===== config.mk =====
export PLATFORM = sky130hd
export DESIGN_NAME = cad_decoder
export DESIGN_NICKNAME = d
export VERILOG_FILES = /design/src/design/cad_pkg.sv /design/src/design/cad_decoder.sv
export SDC_FILE = /design/constraint.sdc
export NUM_CORES = 1
export LEC_CHECK = 0
export ABC_AREA = 1
export ABC_CLOCK_PERIOD_IN_PS = 3350
export BUFFER_PORTS_ARGS = -buffer_cell sky130_fd_sc_hd__buf_2
export CAP_MARGIN = 40
export CORE_MARGIN = 1
export CORE_UTILIZATION = 53
export DETAILED_ROUTE_END_ITERATION = 7
export HOLD_SLACK_MARGIN = 0.15
export PLACE_DENSITY = 0.79
export SLEW_MARGIN = 20
export SYNTH_ARGS = -nofsm -noshare
export SYNTH_HDL_FRONTEND = slang
export SYNTH_SLANG_ARGS = --single-unit

===== constraint.sdc =====
create_clock -name mclk -period 3.35 [get_ports mclk]
set_clock_uncertainty 0.1 [all_clocks]
set_input_delay 0.5025 -clock mclk [delete_from_list [all_inputs] [get_ports mclk]]
set_output_delay 0.5025 -clock mclk [all_outputs]
set_load 0.01 [all_outputs]

===== src/design/cad_pkg.sv =====
// shared constants and types for the addressing decoder
package cad_pkg;
  typedef enum logic [3:0] {
    CAD_M_IMPLIED = 4'h0,
    CAD_M_IMM = 4'h1,
    CAD_M_DIRECT = 4'h2,
    CAD_M_EXT = 4'h3,
    CAD_M_REL = 4'h4,
    CAD_M_IDX0 = 4'h5,
    CAD_M_IDX1 = 4'h6,
    CAD_M_IDX2 = 4'h7,
    CAD_M_BIT_SC = 4'h8,
    CAD_M_BIT_TB = 4'h9,
    CAD_M_UNDEF = 4'hA
  } cad_mode_e;
  // opcode high nibble groups
  localparam logic [3:0] CAD_HI_BITTEST = 4'h0;
  localparam logic [3:0] CAD_HI_BITSC = 4'h1;
  localparam logic [3:0] CAD_HI_REL = 4'h2;
  localparam logic [3:0] CAD_HI_RMW_DIR = 4'h3;
  localparam logic [3:0] CAD_HI_RMW_A = 4'h4;
  localparam logic [3:0] CAD_HI_RMW_X = 4'h5;
  localparam logic [3:0] CAD_HI_RMW_IDX1 = 4'h6;
  localparam logic [3:0] CAD_HI_RMW_IDX0 = 4'h7;
  localparam logic [3:0] CAD_HI_CTRL8 = 4'h8;
  localparam logic [3:0] CAD_HI_CTRL9 = 4'h9;
  localparam logic [3:0] CAD_HI_RM_IMM = 4'hA;
  localparam logic [3:0] CAD_HI_RM_DIR = 4'hB;
  localparam logic [3:0] CAD_HI_RM_EXT = 4'hC;
  localparam logic [3:0] CAD_HI_RM_IDX2 = 4'hD;
  localparam logic [3:0] CAD_HI_RM_IDX1 = 4'hE;
  localparam logic [3:0] CAD_HI_RM_IDX0 = 4'hF;
  // register/memory and read-modify-write test-flags operation codes (low nibble)
  localparam logic [3:0] CAD_OP_BIT_TEST = 4'h5;
  localparam logic [3:0] CAD_OP_STORE_ACC = 4'h7;
  localparam logic [3:0] CAD_OP_JUMP = 4'hC;
  localparam logic [3:0] CAD_OP_CALL = 4'hD;
  localparam logic [3:0] CAD_OP_LOAD_INDEX = 4'hE;
  localparam logic [3:0] CAD_OP_STORE_INDEX = 4'hF;
  localparam logic [3:0] CAD_OP_TEST_FLAGS = 4'hD;
  // per-low-nibble masks
  localparam logic [15:0] CAD_ACC_WRITE_OPS = 16'h0F55;
  localparam logic [15:0] CAD_RMW_DEFINED = 16'hB7D9;
  localparam logic [15:0] CAD_CTRL9_DEFINED = 16'hBF80;
  // single opcodes
  localparam logic [7:0] CAD_OPC_RTI = 8'h80;
  localparam logic [7:0] CAD_OPC_RTS = 8'h81;
  localparam logic [7:0] CAD_OPC_SWI = 8'h83;
  localparam logic [7:0] CAD_OPC_TAX = 8'h97;
  localparam logic [7:0] CAD_OPC_TXA = 8'h9F;
  localparam logic [7:0] CAD_OPC_BSR = 8'hAD;
  // instruction lengths
  localparam logic [1:0] CAD_LEN1 = 2'h1;
  localparam logic [1:0] CAD_LEN2 = 2'h2;
  localparam logic [1:0] CAD_LEN3 = 2'h3;
  localparam logic [15:0] CAD_REL_STEP = 16'h0002;
  localparam logic [15:0] CAD_BTB_STEP = 16'h0003;
  // cycle counts
  localparam logic [3:0] CAD_CYC_IMM = 4'h2;
  localparam logic [3:0] CAD_CYC_DIR = 4'h3;
  localparam logic [3:0] CAD_CYC_EXT = 4'h4;
  localparam logic [3:0] CAD_CYC_IDX2 = 4'h5;
  localparam logic [3:0] CAD_CYC_IDX1 = 4'h4;
  localparam logic [3:0] CAD_CYC_IDX0 = 4'h2;
  localparam logic [3:0] CAD_CYC_RMW_DIR = 4'h4;
  localparam logic [3:0] CAD_CYC_RMW_REG = 4'h1;
  localparam logic [3:0] CAD_CYC_RMW_IDX1 = 4'h5;
  localparam logic [3:0] CAD_CYC_RMW_IDX0 = 4'h3;
  localparam logic [3:0] CAD_CYC_BR_NT = 4'h2;
  localparam logic [3:0] CAD_CYC_BR_T = 4'h3;
  localparam logic [3:0] CAD_CYC_BSR = 4'h4;
  localparam logic [3:0] CAD_CYC_BTB_NT = 4'h4;
  localparam logic [3:0] CAD_CYC_BTB_T = 4'h5;
  localparam logic [3:0] CAD_CYC_BSC = 4'h4;
  localparam logic [3:0] CAD_CYC_RTI = 4'h7;
  localparam logic [3:0] CAD_CYC_RTS = 4'h4;
  localparam logic [3:0] CAD_CYC_SWI = 4'h9;
  localparam logic [3:0] CAD_CYC_CTRL = 4'h1;
  localparam logic [3:0] CAD_CYC_UNDEF = 4'h1;
  // page-0 window of the port direction registers
  localparam logic [7:0] CAD_DDR_LO = 8'h04;
  localparam logic [7:0] CAD_DDR_HI = 8'h06;
endpackage


===== src/design/cad_decoder.sv =====
// instruction decode and effective-address generation
// Function
// - immediate: two bytes, operand at pc plus one
// - direct: second byte is the address, page 0 only
// - extended: three bytes, next two bytes are full address
// - relative: two bytes, taken target pc+2+signed offset, else pc+2
// - taken branch reaches 126 below to 129 above itself
// - indexed no offset: one byte, address is index register
// - indexed 8-bit: two bytes, offset plus index up to 510
// - indexed 16-bit: three bytes, offset plus index anywhere
// - bit set/clear: page-0 address byte, read-modify-write of bit
// - bit set/clear never writes port direction registers
// - bit test: three bytes, page-0 byte, low opcode bits, offset
// - bit test loads carry with tested bit always
// - implied: one byte, no effective address
// - test-flags reads only; other read-modify-write ops write back
// - jump and call load pc with effective address; call pushes
// - high nibble selects mode with listed cycle counts
// - low nibble selects register/memory operation
// - bit test against accumulator changes flags only
// - branches take 2 untaken, 3 taken; always-branch takes 3
// - bit test-and-branch takes 4 untaken, 5 taken
`timescale 1ns/1ps
module cad_decoder #(
  parameter logic [7:0] DDR_LO = cad_pkg::CAD_DDR_LO,
  parameter logic [7:0] DDR_HI = cad_pkg::CAD_DDR_HI
) (
  input wire logic mclk,
  input wire logic sys_rst,
  input wire logic fetch_valid,
  input wire logic [7:0] opcode,
  input wire logic [7:0] operand1,
  input wire logic [7:0] operand2,
  input wire logic [15:0] pc,
  input wire logic [7:0] index_reg,
  input wire logic flag_half,
  input wire logic flag_irq_mask,
  input wire logic flag_neg,
  input wire logic flag_zero,
  input wire logic flag_carry,
  input wire logic irq_pin,
  input wire logic [7:0] tested_byte,
  output logic dec_valid,
  output cad_pkg::cad_mode_e dec_mode,
  output logic [3:0] dec_op,
  output logic [1:0] instr_len,
  output logic [3:0] cycle_count,
  output logic [15:0] effective_addr,
  output logic [15:0] next_pc,
  output logic pc_load,
  output logic branch_taken,
  output logic mem_read,
  output logic mem_write,
  output logic acc_write,
  output logic index_write,
  output logic push_return,
  output logic [7:0] bit_mask,
  output logic bit_value,
  output logic carry_load,
  output logic carry_value,
  output logic undefined_op
);
  // pin synchroniser: only irq_level is read by logic
  logic irq_meta;
  logic irq_level;
  always_ff @(posedge mclk) begin
    if (sys_rst) begin
      irq_meta <= 1'b0;
      irq_level <= 1'b0;
    end else begin
      irq_meta <= irq_pin;
      irq_level <= irq_meta;
    end
  end

  wire [3:0] hi = opcode[7:4];
  wire [3:0] lo = opcode[3:0];

  // effective address candidates
  wire [15:0] ea_imm = pc + 16'h0001;
  wire [15:0] ea_dir = {8'h00, operand1};
  wire [15:0] ea_ext = {operand1, operand2};
  wire [15:0] ea_idx0 = {8'h00, index_reg};
  // zero-extended offsets; 8-bit form stops at 510 by construction
  wire [15:0] ea_idx1 = {8'h00, operand1} + {8'h00, index_reg};
  wire [15:0] ea_idx2 = {operand1, operand2} + {8'h00, index_reg};
  wire [15:0] rel_off = {{8{operand1[7]}}, operand1};
  wire [15:0] rel_target = pc + cad_pkg::CAD_REL_STEP + rel_off;
  wire [15:0] btb_off = {{8{operand2[7]}}, operand2};
  wire [15:0] btb_target = pc + cad_pkg::CAD_BTB_STEP + btb_off;
  wire [15:0] rel_dist = rel_target - pc;

  // branch condition: even opcode tests base, odd inverts it
  logic rel_base;
  always_comb begin
    case (opcode[3:1])
      3'h0: rel_base = 1'b1;
      3'h1: rel_base = ~(flag_carry | flag_zero);
      3'h2: rel_base = ~flag_carry;
      3'h3: rel_base = ~flag_zero;
      3'h4: rel_base = ~flag_half;
      3'h5: rel_base = ~flag_neg;
      3'h6: rel_base = ~flag_irq_mask;
      3'h7: rel_base = ~irq_level;
      default: rel_base = 1'b0;
    endcase
  end
  wire rel_cond = rel_base ^ opcode[0];

  wire tested_bit = tested_byte[opcode[3:1]];
  wire btb_taken = opcode[0] ? ~tested_bit : tested_bit;
  wire [7:0] sel_mask = 8'h01 << opcode[3:1];
  // direction registers are not legal targets of bit set/clear
  wire bsc_blocked = (operand1 >= DDR_LO) && (operand1 <= DDR_HI);

  // register/memory group decode
  wire rm_grp = hi >= cad_pkg::CAD_HI_RM_IMM;
  wire rm_imm = hi == cad_pkg::CAD_HI_RM_IMM;
  wire rm_store = (lo == cad_pkg::CAD_OP_STORE_ACC) ||
                  (lo == cad_pkg::CAD_OP_STORE_INDEX);
  wire rm_jump = lo == cad_pkg::CAD_OP_JUMP;
  wire rm_call = lo == cad_pkg::CAD_OP_CALL;
  // no immediate store or jump exists; A-D is the relative call
  wire rm_defined = !(rm_imm && (rm_store || rm_jump || rm_call));
  cad_pkg::cad_mode_e rm_mode;
  logic [15:0] rm_ea;
  logic [1:0] rm_len;
  logic [3:0] rm_base;
  always_comb begin
    case (hi)
      cad_pkg::CAD_HI_RM_IMM: begin
        rm_mode = cad_pkg::CAD_M_IMM;
        rm_ea = ea_imm;
        rm_len = cad_pkg::CAD_LEN2;
        rm_base = cad_pkg::CAD_CYC_IMM;
      end
      cad_pkg::CAD_HI_RM_DIR: begin
        rm_mode = cad_pkg::CAD_M_DIRECT;
        rm_ea = ea_dir;
        rm_len = cad_pkg::CAD_LEN2;
        rm_base = cad_pkg::CAD_CYC_DIR;
      end
      cad_pkg::CAD_HI_RM_EXT: begin
        rm_mode = cad_pkg::CAD_M_EXT;
        rm_ea = ea_ext;
        rm_len = cad_pkg::CAD_LEN3;
        rm_base = cad_pkg::CAD_CYC_EXT;
      end
      cad_pkg::CAD_HI_RM_IDX2: begin
        rm_mode = cad_pkg::CAD_M_IDX2;
        rm_ea = ea_idx2;
        rm_len = cad_pkg::CAD_LEN3;
        rm_base = cad_pkg::CAD_CYC_IDX2;
      end
      cad_pkg::CAD_HI_RM_IDX1: begin
        rm_mode = cad_pkg::CAD_M_IDX1;
        rm_ea = ea_idx1;
        rm_len = cad_pkg::CAD_LEN2;
        rm_base = cad_pkg::CAD_CYC_IDX1;
      end
      default: begin
        rm_mode = cad_pkg::CAD_M_IDX0;
        rm_ea = ea_idx0;
        rm_len = cad_pkg::CAD_LEN1;
        rm_base = cad_pkg::CAD_CYC_IDX0;
      end
    endcase
  end
  wire rm_x0 = hi == cad_pkg::CAD_HI_RM_IDX0;
  wire rm_call_plus = rm_x0 || (hi == cad_pkg::CAD_HI_RM_DIR) ||
                      (hi == cad_pkg::CAD_HI_RM_EXT);
  // store adds one, jump saves one except no-offset, call per mode
  wire [3:0] rm_cyc = rm_store ? rm_base + 4'h1 :
                      rm_jump ? (rm_x0 ? rm_base : rm_base - 4'h1) :
                      (rm_call && rm_call_plus) ? rm_base + 4'h1 : rm_base;

  // read/modify/write group decode
  wire rmw_grp = (hi >= cad_pkg::CAD_HI_RMW_DIR) &&
                 (hi <= cad_pkg::CAD_HI_RMW_IDX0);
  wire rmw_mem = (hi == cad_pkg::CAD_HI_RMW_DIR) ||
                 (hi == cad_pkg::CAD_HI_RMW_IDX1) ||
                 (hi == cad_pkg::CAD_HI_RMW_IDX0);
  wire rmw_tst = lo == cad_pkg::CAD_OP_TEST_FLAGS;
  wire rmw_two = (hi == cad_pkg::CAD_HI_RMW_DIR) ||
                 (hi == cad_pkg::CAD_HI_RMW_IDX1);
  wire [15:0] rmw_ea = (hi == cad_pkg::CAD_HI_RMW_DIR) ? ea_dir :
                       (hi == cad_pkg::CAD_HI_RMW_IDX1) ? ea_idx1 :
                       (hi == cad_pkg::CAD_HI_RMW_IDX0) ? ea_idx0 : 16'h0000;
  wire [3:0] rmw_cyc = (hi == cad_pkg::CAD_HI_RMW_DIR) ?
                       cad_pkg::CAD_CYC_RMW_DIR :
                       (hi == cad_pkg::CAD_HI_RMW_IDX1) ?
                       cad_pkg::CAD_CYC_RMW_IDX1 :
                       (hi == cad_pkg::CAD_HI_RMW_IDX0) ?
                       cad_pkg::CAD_CYC_RMW_IDX0 : cad_pkg::CAD_CYC_RMW_REG;

  cad_pkg::cad_mode_e next_mode;
  logic [1:0] next_len;
  logic [3:0] next_cyc;
  logic [15:0] next_ea;
  logic [15:0] next_npc;
  logic next_taken;
  logic next_pcld;
  logic next_rd;
  logic next_wr;
  logic next_accw;
  logic next_idxw;
  logic next_push;
  logic [7:0] next_mask;
  logic next_bitv;
  logic next_cld;
  logic next_cval;
  logic next_undef;
  always_comb begin
    next_mode = cad_pkg::CAD_M_UNDEF;
    next_len = cad_pkg::CAD_LEN1;
    next_cyc = cad_pkg::CAD_CYC_UNDEF;
    next_ea = 16'h0000;
    next_npc = 16'h0000;
    next_taken = 1'b0;
    next_pcld = 1'b0;
    next_rd = 1'b0;
    next_wr = 1'b0;
    next_accw = 1'b0;
    next_idxw = 1'b0;
    next_push = 1'b0;
    next_mask = 8'h00;
    next_bitv = 1'b0;
    next_cld = 1'b0;
    next_cval = 1'b0;
    next_undef = 1'b1;
    if (hi == cad_pkg::CAD_HI_BITTEST) begin
      next_undef = 1'b0;
      next_mode = cad_pkg::CAD_M_BIT_TB;
      next_len = cad_pkg::CAD_LEN3;
      next_ea = ea_dir;
      next_rd = 1'b1;
      next_mask = sel_mask;
      next_cld = 1'b1;
      next_cval = tested_bit;
      next_taken = btb_taken;
      next_pcld = btb_taken;
      next_npc = btb_target;
      next_cyc = btb_taken ? cad_pkg::CAD_CYC_BTB_T :
                 cad_pkg::CAD_CYC_BTB_NT;
    end else if (hi == cad_pkg::CAD_HI_BITSC) begin
      next_undef = 1'b0;
      next_mode = cad_pkg::CAD_M_BIT_SC;
      next_len = cad_pkg::CAD_LEN2;
      next_ea = ea_dir;
      next_rd = ~bsc_blocked;
      next_wr = ~bsc_blocked;
      next_mask = sel_mask;
      next_bitv = ~opcode[0];
      next_cyc = cad_pkg::CAD_CYC_BSC;
    end else if (hi == cad_pkg::CAD_HI_REL ||
                 opcode == cad_pkg::CAD_OPC_BSR) begin
      next_undef = 1'b0;
      next_mode = cad_pkg::CAD_M_REL;
      next_len = cad_pkg::CAD_LEN2;
      next_ea = rel_target;
      next_npc = rel_target;
      if (opcode == cad_pkg::CAD_OPC_BSR) begin
        next_taken = 1'b1;
        next_pcld = 1'b1;
        next_push = 1'b1;
        next_cyc = cad_pkg::CAD_CYC_BSR;
      end else begin
        next_taken = rel_cond;
        next_pcld = rel_cond;
        next_cyc = rel_cond ? cad_pkg::CAD_CYC_BR_T :
                   cad_pkg::CAD_CYC_BR_NT;
      end
    end else if (rmw_grp && cad_pkg::CAD_RMW_DEFINED[lo]) begin
      next_undef = 1'b0;
      next_mode = (hi == cad_pkg::CAD_HI_RMW_DIR) ? cad_pkg::CAD_M_DIRECT :
                  (hi == cad_pkg::CAD_HI_RMW_IDX1) ? cad_pkg::CAD_M_IDX1 :
                  (hi == cad_pkg::CAD_HI_RMW_IDX0) ? cad_pkg::CAD_M_IDX0 :
                  cad_pkg::CAD_M_IMPLIED;
      next_len = rmw_two ? cad_pkg::CAD_LEN2 : cad_pkg::CAD_LEN1;
      next_ea = rmw_ea;
      next_cyc = rmw_cyc;
      next_rd = rmw_mem;
      next_wr = rmw_mem && !rmw_tst;
      next_accw = (hi == cad_pkg::CAD_HI_RMW_A) && !rmw_tst;
      next_idxw = (hi == cad_pkg::CAD_HI_RMW_X) && !rmw_tst;
    end else if (opcode == cad_pkg::CAD_OPC_RTI ||
                 opcode == cad_pkg::CAD_OPC_RTS ||
                 opcode == cad_pkg::CAD_OPC_SWI) begin
      // stack sequencing lives outside; only the class is given here
      next_undef = 1'b0;
      next_mode = cad_pkg::CAD_M_IMPLIED;
      next_push = opcode == cad_pkg::CAD_OPC_SWI;
      next_cyc = (opcode == cad_pkg::CAD_OPC_RTI) ? cad_pkg::CAD_CYC_RTI :
                 (opcode == cad_pkg::CAD_OPC_RTS) ? cad_pkg::CAD_CYC_RTS :
                 cad_pkg::CAD_CYC_SWI;
    end else if (hi == cad_pkg::CAD_HI_CTRL9 &&
                 cad_pkg::CAD_CTRL9_DEFINED[lo]) begin
      next_undef = 1'b0;
      next_mode = cad_pkg::CAD_M_IMPLIED;
      next_cyc = cad_pkg::CAD_CYC_CTRL;
      next_accw = opcode == cad_pkg::CAD_OPC_TXA;
      next_idxw = opcode == cad_pkg::CAD_OPC_TAX;
    end else if (rm_grp && rm_defined) begin
      next_undef = 1'b0;
      next_mode = rm_mode;
      next_len = rm_len;
      next_ea = rm_ea;
      next_cyc = rm_cyc;
      next_rd = !(rm_store || rm_jump || rm_call);
      next_wr = rm_store;
      // compares and the bit test leave the accumulator alone
      next_accw = cad_pkg::CAD_ACC_WRITE_OPS[lo];
      next_idxw = lo == cad_pkg::CAD_OP_LOAD_INDEX;
      next_pcld = rm_jump || rm_call;
      next_push = rm_call;
      next_npc = rm_ea;
    end
    if (!next_pcld) begin
      next_npc = pc + {14'h0000, next_len};
    end
  end

  always_ff @(posedge mclk) begin
    if (sys_rst) begin
      dec_valid <= 1'b0;
      dec_mode <= cad_pkg::CAD_M_UNDEF;
      dec_op <= 4'h0;
      instr_len <= 2'h0;
      cycle_count <= 4'h0;
      effective_addr <= 16'h0000;
      next_pc <= 16'h0000;
      pc_load <= 1'b0;
      branch_taken <= 1'b0;
      mem_read <= 1'b0;
      mem_write <= 1'b0;
      acc_write <= 1'b0;
      index_write <= 1'b0;
      push_return <= 1'b0;
      bit_mask <= 8'h00;
      bit_value <= 1'b0;
      carry_load <= 1'b0;
      carry_value <= 1'b0;
      undefined_op <= 1'b0;
    end else begin
      dec_valid <= fetch_valid;
      dec_mode <= next_mode;
      dec_op <= lo;
      instr_len <= next_len;
      cycle_count <= next_cyc;
      effective_addr <= next_ea;
      next_pc <= next_npc;
      pc_load <= next_pcld;
      branch_taken <= next_taken;
      mem_read <= next_rd;
      mem_write <= next_wr;
      acc_write <= next_accw;
      index_write <= next_idxw;
      push_return <= next_push;
      bit_mask <= next_mask;
      bit_value <= next_bitv;
      carry_load <= next_cld;
      carry_value <= next_cval;
      undefined_op <= next_undef;
    end
  end

  AST_IMM_EA: assert property (@(posedge mclk) disable iff (sys_rst)
    fetch_valid && opcode == 8'hA6 |=> effective_addr == $past(ea_imm)
    && instr_len == 2'h2 && mem_read)
    else $error("immediate address or length wrong");
  AST_DIR_EA: assert property (@(posedge mclk) disable iff (sys_rst)
    fetch_valid && opcode == 8'hB6 |=> effective_addr[15:8] == 8'h00
    && effective_addr[7:0] == $past(operand1))
    else $error("direct address not operand byte");
  AST_REL_PC: assert property (@(posedge mclk) disable iff (sys_rst)
    fetch_valid && hi == 4'h2 |=> next_pc ==
    (branch_taken ? $past(rel_target) : $past(pc) + 16'h0002))
    else $error("relative next pc wrong");
  AST_REL_SPAN: assert property (@(posedge mclk) disable iff (sys_rst)
    fetch_valid && hi == 4'h2 |-> rel_dist <= 16'h0081
    || rel_dist >= 16'hFF81)
    else $error("branch reach out of span");
  AST_IDX1_LIMIT: assert property (@(posedge mclk) disable iff (sys_rst)
    dec_valid && dec_mode == cad_pkg::CAD_M_IDX1 |->
    effective_addr <= 16'h01FF)
    else $error("8-bit indexed address above 511");
  AST_BSC_DDR: assert property (@(posedge mclk) disable iff (sys_rst)
    fetch_valid && hi == 4'h1 && bsc_blocked |=> !mem_write)
    else $error("bit set/clear wrote a direction register");
  AST_BTB_CARRY: assert property (@(posedge mclk) disable iff (sys_rst)
    fetch_valid && hi == 4'h0 |=> carry_load
    && carry_value == $past(tested_bit) && instr_len == 2'h3)
    else $error("bit test carry not tested bit");
  AST_TST_NOWB: assert property (@(posedge mclk) disable iff (sys_rst)
    fetch_valid && rmw_grp && lo == 4'hD |=> !mem_write
    && !acc_write && !index_write)
    else $error("test-flags wrote back");
  AST_JUMP_PC: assert property (@(posedge mclk) disable iff (sys_rst)
    fetch_valid && opcode == 8'hCC |=> pc_load && !push_return
    && next_pc == effective_addr && next_pc == $past(ea_ext))
    else $error("jump target not effective address");
  AST_ADC_CYC: assert property (@(posedge mclk) disable iff (sys_rst)
    fetch_valid && lo == 4'h9 && rm_grp |=> cycle_count ==
    ($past(hi) == 4'hD ? 4'h5 : $past(hi) == 4'hB ? 4'h3 :
    $past(hi) == 4'hC || $past(hi) == 4'hE ? 4'h4 : 4'h2))
    else $error("add-with-carry cycle count wrong");
  AST_BIT_NOACC: assert property (@(posedge mclk) disable iff (sys_rst)
    fetch_valid && rm_grp && lo == 4'h5 |=> !acc_write && mem_read)
    else $error("bit test changed accumulator");
  AST_BR_CYC: assert property (@(posedge mclk) disable iff (sys_rst)
    dec_valid && dec_mode == cad_pkg::CAD_M_REL && !push_return |->
    cycle_count == (branch_taken ? 4'h3 : 4'h2))
    else $error("branch cycle count wrong");
  AST_BTB_CYC: assert property (@(posedge mclk) disable iff (sys_rst)
    dec_valid && dec_mode == cad_pkg::CAD_M_BIT_TB |->
    cycle_count == (branch_taken ? 4'h5 : 4'h4))
    else $error("bit test branch cycle count wrong");
  AST_UNDEF_NOP: assert property (@(posedge mclk) disable iff (sys_rst)
    fetch_valid && opcode == 8'h31 |=> undefined_op && cycle_count == 4'h1
    && !mem_write && !pc_load && next_pc == $past(pc) + 16'h0001)
    else $error("undefined opcode not a no-operation");
endmodule


==> results of run 1 <==
-- per-stage QoR --
step / cells / total power [uW] / worst slack [ns] / hold WS (ns) / area (um^2)
final: 1571 / 3020 / 0.350 / 0.255 / 8780
after global routing: 1571 / 3180 / 0.0857 / 0.272 / 8780
after CTS: 1571 / 3000 / 0.364 / 0.254 / 8780
after detailed placement: 1555 / 1930 / 0.0199 / 0.300 / 8450
after global placement: 1555 / 1920 / 0.0922 / 0.295 / 8450
after floorplan: 1234 / 1570 / 0.0408 / 0.288 / 7430
-- area by class of cell --
class / instances / area [um^2]
Multi-Input combinational cell: 979 / 5320
Fill cell: 1316 / 4680
Sequential cell: 68 / 1360
Timing Repair Buffer: 169 / 943
Inverter: 163 / 612
Clock buffer: 9 / 225
Tap cell: 176 / 220
Clock inverter: 7 / 98.8
-- layer usage --
layer	GRT usage	vias to the layer above	share of wire
li1	-	4367	-
met1	0.505	4085	0.41
met2	0.641	535	0.45
met3	0.0590	92	0.10
met4	0.187	0	0.046
met5	0	-	0
-- cell families (layout without fill, tap and decap cells) --
family	after synthesis	count (layout)	synth area share
simple gates	665	665	0.382
fa+ha+maj	91	91	0.158
buf+inv	187	348	0.102
flops	68	68	0.183
compound gates	201	201	0.149
xor+xnor	22	22	0.0259
-- worst paths after layout --
| kind | from | end | depth (start not counted) |
|---|---|---|---|
| setup / recovery | opcode[0] | next_pc[12] | 20 |
| hold / removal | irq_pin | irq_meta | 3 |
| setup reg to reg | irq_level | next_pc[8] | 13 |
| hold reg to reg | irq_meta | irq_level | 2 |
-- sequential cells by signal, summed over array words and instances (netlist names), 2 cells and up --
name,cells
bit_mask,8
cycle_count,4
dec_mode,4
dec_op,4
effective_addr,16
instr_len,2
next_pc,16
-- placed cells by master, fill, tap and decap left out, types with 3 or more instances in the layout --
master / count
nand3_1: 120
o211ai_1: 8
nand2_1: 324
or2_2: 8
fa_1: 5
clkbuf_16: 9
and2_1: 3
buf_2: 130
nand4_1: 17
inv_1: 158
nor2_2: 3
o22ai_1: 3
nor3_1: 13
a21o_1: 3
nand3b_1: 8
a21oi_1: 88
nor4_1: 5
o21a_1: 4
buf_4: 39
a22oi_1: 4
xor2_1: 20
ha_1: 86
nand2_2: 5
nor2_1: 152
o31ai_1: 3
inv_2: 3
a31oi_1: 6
o21ai_0: 70
dfxtp_1: 68
-- critical path, delay by kind of cell --
family	cells	cell delay (ns)
and+or+nand+nor	11	0.89
adders and majority gates	3	0.84
xor gates and xnor gates	1	0.14
buffers and inverters	3	0.38
AOI/OAI and AO/OA	2	0.39
-- power by group through the flow --
stage | registers [uW] | logic, uW | clock network, uW
global route | 877 | 1190 | 1110
floorplan | 913 | 661 | 0
finish | 873 | 1070 | 1080
global placement | 891 | 1030 | 0
detailed placement | 891 | 1040 | 0
CTS | 874 | 1050 | 1070
==> results.toml, run 1 <==
[status]
status = "complete, no violations"

[route]
drtAntennaViolNets = 0
drtPass1Iterations = 7
wl_per_cell_um = 17.7
vias_per_cell = 5.78
drc = 0
drt_iter0_markers = 974
routed_wl_um = 27700
vias = 9079

[power]
pwr-share-clk = 0.356
ir_drop_mv = 0.249
p_seq_frac = 0.289
leakagePower_uw = 0.00484
power.internal_uw = 1890
switching_share = 0.376
p_sw_uw = 1140
share_comb_of_total_power = 0.355
p_per_area_nw_per_um2 = 344

[worst_setup_path]
cp_slowest_cell = "fa_1"
cp_max_fo = 7
crit_path_end_kind = "flip-flop"
crit_type = "in -> reg"
arrival_ns = 3.14
required_ns = 3.49
crit_top_cell = "nor2_1"
rrSetupSlack_ns = 1.53
worstSetupStartpointType = "primary input"
crit_chain = "buf_2 -> inv_1 -> ha_1 -> inv_1 -> nor2_4 -> nor2_1 -> nand2_1 -> nand2_1 -> nand2_2 -> a31oi_1 -> nor2_1 -> ha_1 -> fa_1 -> nand2_1 -> nor2_1 -> nand3_1 -> nor2_1 -> xor2_1 -> o21ai_0 -> nor2_1"
slowest_delay_ns = 0.41

[logic_synthesis]
synth_top_area_frac = 0.183
synth.net_count = 1390
synth_top_area_cell = "dfxtp_1"
synth_flop_cell = "dfxtp_1"
synth_area_leaders = "dfxtp_1 18%, nand2_1 16%, ha_1 14%"
synth_commonest_cells = "324 x nand2_1, 158 x inv_1, 152 x nor2_1, 120 x nand3_1, 88 x a21oi_1"
yosysWarnings = 0
ys_seq_area_frac = 0.183
async_flop_share = 0
yosys_register_bits = 68
synth_area_um2 = 7430
synth.distinct_cells = 46
yosysMostFrequentCell = "nand2_1"
syn_area_per_cell_um2 = 6.02
syn_inst = 1234
synth_edf_count = 0

[timing]
final.min_clock_period_ns = 3.00
rsz0062_at_grt = "no"
final_max_slew_viol_count = 0
min_period_over_period = 0.896
setup_violations = 0
hold_violations = 0
max_freq_ghz = 0.333
tns_ns = 0
slew_headroom = 0.499
worst_pin_slew_ns = 0.750

[clock_tree]
htree_levels = 3
clkLatencyLatePin_ns = 0.34
cts_resized = 0
clockRootBuffer = "clkbuf_16"
cts_setup_buffers = 0
cts_tree = "yes"
clockBufferDepth = 2
postCtsHoldBufs = 0
cts_made_buffers = 9
clock_sinks = 68
clk_pin_slew_ns = 0.06

[global_routing]
grt.overflow.total = 0
grt_max_degree = 26
grt_use_total = 0.392
antenna_found_initial = 0
grt_pass1_vias = 8529
grt_pass1_wl_um = 43900

[min_path]
worstHoldPathType = "in -> reg"

[die]
ios = 131
die_area_um2 = 14500
num_rows = 42
dieHeight_um = 120
fp.dieW_um = 120
fp.coreArea_um2 = 13500
start_util = 0.552

[placement]
port_buffers = 130
dp_hpwl_um = 22300
routabilityCongestion = 1.01

[layout]
final_util = 0.652
final_nets = 1546
areaGrowthSynthToFinish_pct = 18.1
antennaDiodeCount = 0
drive_gt1_frac = 0.151

[job]
max_cap_viol_count = 0
Note: power is estimated with default switching activity, not from simulation.
==> run 2: changes to the inputs <==
--- a/config.mk
+++ b/config.mk
@@ -14,6 +14,7 @@
 export DETAILED_ROUTE_END_ITERATION = 7
 export HOLD_SLACK_MARGIN = 0.15
 export PLACE_DENSITY = 0.79
+export REMOVE_ABC_BUFFERS = 1
 export SLEW_MARGIN = 20
 export SYNTH_ARGS = -nofsm -noshare
 export SYNTH_HDL_FRONTEND = slang
==> constraint.sdc (replaced) <==
create_clock -name mclk -period 3.35 [get_ports mclk]
set_clock_uncertainty 0.1 [all_clocks]
set_input_delay 0.1675 -clock mclk [delete_from_list [all_inputs] [get_ports mclk]]
set_output_delay 0.1675 -clock mclk [all_outputs]
set_load 0.01 [all_outputs]
==> run 2 against run 1 <==
  * Critical path depth stayed put
  * Power is 1.8% lower
  * Design area is 0.38% higher
  * Routed wire length is 1.4% higher
  * Non-clock buffer count is 6 lower
  * Sequential power hardly changed
  * Maximum frequency is 6.7% lower
  * Hold slack worse by 0.049 ns
==> results.toml, run 2 (synthesis gave the netlist of run 1 again) <==
[worst_setup_path]
crit_chain = "dlygate4sd3_1 -> buf_2 -> buf_4 -> ha_1 -> nand2_1 -> nand4_1 -> nor2_2 -> o21ai_2 -> nand2_1 -> buf_4 -> nor2_1 -> ha_1 -> fa_1 -> nand2_1 -> nor2_4 -> nand3_1 -> nor2_1 -> xor2_1 -> o21ai_0 -> nor2_1"
timing.rr.start = "irq_level"
arrival_ns = 3.35
critPathTopFamily = "simple AND/OR/NAND/NOR gates"
cp_max_fo = 12
critPathBufInv = 4
crit_path_end_kind = "flip-flop"
cp_slowest_cell = "dlygate4sd3_1"
crit_type = "in -> reg"
startpoint = "opcode[1]"
required_ns = 3.49
slowest_delay_ns = 0.53
worstSetupStartpointType = "primary input"

[route]
drt_iter0_markers = 1057
drc = 0
wl_per_cell_um = 18.0
drtPass1Iterations = 8
vias = 9096
routed_wl_um = 28100
drtAntennaViolNets = 0
vias_per_cell = 5.81

[die]
fp.coreArea_um2 = 13500
start_util = 0.552
ios = 131
fp.dieW_um = 120
die_area_um2 = 14500
num_rows = 42
dieHeight_um = 120

[min_path]
min_from = "pc[13]"
worstHoldPathType = "in -> reg"

[power]
p_per_area_nw_per_um2 = 337
leakagePower_uw = 0.00480
ir_drop_mv = 0.230

[global_routing]
grt_pass1_wl_um = 43200
use_met2 = 0.637
grt_pass1_vias = 8279
grt_use_total = 0.388
grt.overflow.total = 0
use_met1 = 0.483
grt_max_degree = 36
grt-busiest-layer = "met2"
met3_usage = 0.0726
antenna_found_initial = 0

[placement]
port_buffers = 130
routabilityCongestion = 1.02
dp_hpwl_um = 22200

[clock_tree]
cts_made_buffers = 9
cts_tree = "yes"
clk_pin_slew_ns = 0.06
htree_levels = 3
clock_sinks = 68
clockRootBuffer = "clkbuf_16"
clockBufferDepth = 2
clkLatencyLatePin_ns = 0.35

[layout]
final_common_cell = "nand2_1"
top_regs = "effective_addr: 16 flops, next_pc: 16 flops, bit_mask: 8 flops"
final_nets = 1540
drive_gt1_frac = 0.153
layout_common_cells = "323 x nand2_1, 155 x inv_1, 147 x nor2_1"
areaGrowthSynthToFinish_pct = 18.6

[status]
status = "complete, no violations"

[timing]
max_freq_ghz = 0.311
tns_ns = 0
slew_headroom = 0.471
min_period_over_period = 0.960
worst_pin_slew_ns = 0.793
final_max_slew_viol_count = 0
final.min_clock_period_ns = 3.21
setup_violations = 0
hold_violations = 0
hold_ws_ns = 0.206

[job]
max_cap_viol_count = 0
run 2: stage by stage:
stage | area [um^2] | setup slack, ns | instances | power (uW) | util
detailed placement | 8330 | 0.215 | 1539 | 1920 | 0.619
CTS | 8700 | 0.00352 | 1561 | 2930 | 0.647
global route | 8810 | -0.0126 | 1565 | 3120 | 0.655
floorplan | 7290 | 0.294 | 1210 | 1550 | -
global placement | 8330 | 0.335 | 1539 | 1920 | 0.619
finish | 8810 | 0.135 | 1566 | 2970 | 0.655
run 2: final timing paths:
kind	endpoint	slack, ns	cells past startpoint
worst min register to register	irq_level	0.30	2
worst min-delay path	next_pc[13]	0.21	4
worst max-delay path	next_pc[12]	0.14	20
worst max register to register	next_pc[8]	1.44	13
run 2: where the power goes:
| group | switching, uW | total [uW] | internal [uW] |
|---|---|---|---|
| sequential | 18.5 | 876 | 857 |
| clock | 420 | 1010 | 589 |
| combinational | 714 | 1090 | 371 |
run 2: worst min-delay path, cell delays in order:
cell     delay, ns
buf_2         0.18
xor2_1        0.09
o21ai_1       0.11
nor2_1        0.05
run 2: final cells by class:
| cell class | instances | area [um^2] |
|---|---|---|
| tap | 176 | 220 |
| fill | 1357 | 4640 |
| clock buffer | 9 | 225 |
| antenna | 1 | 2.50 |
| timing repair buffer | 163 | 916 |
| multi-input combinational | 979 | 5390 |
| sequential | 68 | 1360 |
| inverter | 163 | 614 |
| clock inverter | 7 | 83.8 |
run 2: what timing repair did:
item | CTS | global route
hold endpoints to repair | 11 | 0
setup endpoints to repair | 0 | 13
setup buffers | 0 | 4
hold buffers | 6 | 0
resized for setup | 0 | 24
run 2: metal layers:
layer,share of wire,vias up,wire length [um]
li1,-,4364,-
met1,0.40,4064,11400
met2,0.45,559,12500
met3,0.10,109,2850
met4,0.049,0,1390
met5,0,-,0
==> run 3: changes to the inputs <==
--- a/config.mk
+++ b/config.mk
@@ -10,10 +10,10 @@
 export BUFFER_PORTS_ARGS = -buffer_cell sky130_fd_sc_hd__buf_2
 export CAP_MARGIN = 40
 export CORE_MARGIN = 1
-export CORE_UTILIZATION = 53
+export CORE_UTILIZATION = 47
 export DETAILED_ROUTE_END_ITERATION = 7
 export HOLD_SLACK_MARGIN = 0.15
-export PLACE_DENSITY = 0.79
+export PLACE_DENSITY = 0.72
 export REMOVE_ABC_BUFFERS = 1
 export SLEW_MARGIN = 20
 export SYNTH_ARGS = -nofsm -noshare
==> run 3 against run 2 <==
  * Register-to-register slack gained 0.09 ns
  * Combinational power is essentially flat
  * Power grew 0.14%
  * Setup slack gained 0.072 ns
  * Global-route usage shrank 5.0 points
  * Non-clock buffer count shrank 6
  * Flip-flop and latch count is the same
==> results.toml, run 3 (synthesis gave the netlist of run 1 again) <==
[worst_setup_path]
crit_path_end_kind = "flip-flop"
worstSetupStartpointType = "primary input"
crit_top_cell = "nor2_1"
cp_slowest_cell = "dlygate4sd3_1"
cp_max_fo = 7
crit_chain = "dlygate4sd3_1 -> clkbuf_4 -> inv_2 -> ha_1 -> inv_2 -> nor2_4 -> nor2_1 -> nand2_1 -> nand2_1 -> nand2_2 -> a31oi_2 -> nor2_1 -> ha_1 -> fa_1 -> nand2_2 -> nor2_4 -> nand3_1 -> nor2_1 -> xor2_1 -> o21ai_0 -> nor2_1"
slowest_delay_ns = 0.52
arrival_ns = 3.28
required_ns = 3.49
crit_type = "in -> reg"

[die]
die_area_um2 = 16300
fp.coreArea_um2 = 15300
dieHeight_um = 128
num_rows = 45
fp.dieW_um = 128
ios = 131
start_util = 0.485

[power]
power.internal_uw = 1810
p_sw_uw = 1160
switching_share = 0.390
p_seq_frac = 0.294
leakagePower_uw = 0.00477
ir_drop_mv = 0.241
share_comb_of_total_power = 0.359
pwr-share-clk = 0.347
p_per_area_nw_per_um2 = 339

[placement]
dp_hpwl_um = 21900
port_buffers = 130
routabilityCongestion = 0.983

[timing]
slew_headroom = 0.453
final.min_clock_period_ns = 3.14
worst_pin_slew_ns = 0.821
max_freq_ghz = 0.318
hold_violations = 0
setup_violations = 0
rsz0062_at_grt = "no"
min_period_over_period = 0.938
final_max_slew_viol_count = 0
tns_ns = 0

[route]
drtPass1Iterations = 8
wl_per_cell_um = 17.3
drtAntennaViolNets = 0
vias = 8919
drc = 0
drt_iter0_markers = 883
routed_wl_um = 27500
vias_per_cell = 5.60

[min_path]
worstHoldPathType = "in -> reg"

[layout]
layout_common_cells = "322 x nand2_1, 155 x inv_1, 150 x nor2_1"
top_regs = "effective_addr: 16 flops, next_pc: 16 flops, bit_mask: 8 flops"
fillers = 1627
multi_input_area_um2 = 5360
areaGrowthSynthToFinish_pct = 18.1
antennaDiodeCount = 0
final_util = 0.573
drive_gt1_frac = 0.148
final_nets = 1534
regArea_um2 = 1360
final_common_cell = "nand2_1"

[global_routing]
grt_use_total = 0.338
grt_max_degree = 36
grt_pass1_wl_um = 42600
grt.overflow.total = 0
grt_pass1_vias = 8254
antenna_found_initial = 0

[clock_tree]
clock_sinks = 68
clockBufferDepth = 2
cts_tree = "yes"
htree_levels = 3
clk_pin_slew_ns = 0.06
clockRootBuffer = "clkbuf_16"
clkLatencyLatePin_ns = 0.34
cts_made_buffers = 9

[job]
max_cap_viol_count = 0

[status]
status = "complete, no violations"
-- run 3: cell types whose count changed in the layout (fill, tap and decap cells not counted), sizes merged --
cell | before | now
buf | 157 | 150
clkinv | 4 | 2
clkbuf | 9 | 10
inv | 164 | 165
clkinvlp | 1 | 2
diode | 1 | 0
-- run 3: cell type report --
| cell class | count | share of cell area |
|---|---|---|
| multi-input cells | 979 | 0.611 |
| flip-flops and latches | 68 | 0.155 |
| repair buffers | 157 | 0.0992 |
| inverters | 163 | 0.0697 |
| well taps | 211 | 0.0301 |
| clock buffers | 9 | 0.0257 |
| clock inverters | 7 | 0.00941 |
-- run 3: path summary, 6_finish.rpt --
| kind | cells after the start | slack, ns | from | endpoint |
|---|---|---|---|---|
| setup / recovery | 21 | 0.21 | opcode[0] | next_pc[12] |
| hold / removal | 3 | 0.15 | opcode[2] | bit_mask[7] |
| setup reg to reg | 12 | 1.53 | irq_level | next_pc[2] |
| hold reg to reg | 2 | 0.30 | irq_meta | irq_level |
-- run 3: worst max-delay path: cells and delay by family --
family / cells / cell delay (ns)
buf+inv: 4 / 0.88
fa+ha+maj: 3 / 0.87
simple gates: 11 / 0.86
compound gates: 2 / 0.34
xor+xnor: 1 / 0.14
-- run 3: repair_timing --
item,in CTS,in global routing
setup buffers,0,1
hold buffers,6,0
hold endpoints to repair,9,0
gates resized for setup,0,17
setup endpoints to repair,0,12
-- run 3: metal layers --
metal	part of all wire	track usage
met1	0.43	0.438
met2	0.44	0.551
met3	0.094	0.0593
met4	0.039	0.144
met5	0	0
-- run 3: metrics by stage --
stage | hold WS [ns] | std cells | instance area, um^2 | setup slack (ns) | total power (uW)
after floorplan | 0.137 | 1210 | 7290 | 0.294 | 1550
after global placement | 0.270 | 1571 | 8350 | 0.280 | 1910
after detailed placement | 0.274 | 1571 | 8350 | 0.208 | 1910
after CTS | 0.152 | 1593 | 8720 | 0.0183 | 2940
after global routing | 0.189 | 1594 | 8780 | 0.00146 | 3130
final | 0.151 | 1594 | 8780 | 0.208 | 2970
-- run 3: power groups by stage --
stage	logic, uW	registers (uW)	clock network (uW)
finish	1070	874	1030
global route	1180	877	1070
CTS	1040	874	1030
detailed placement	1020	892	0
global placement	1020	893	0
floorplan	638	913	0
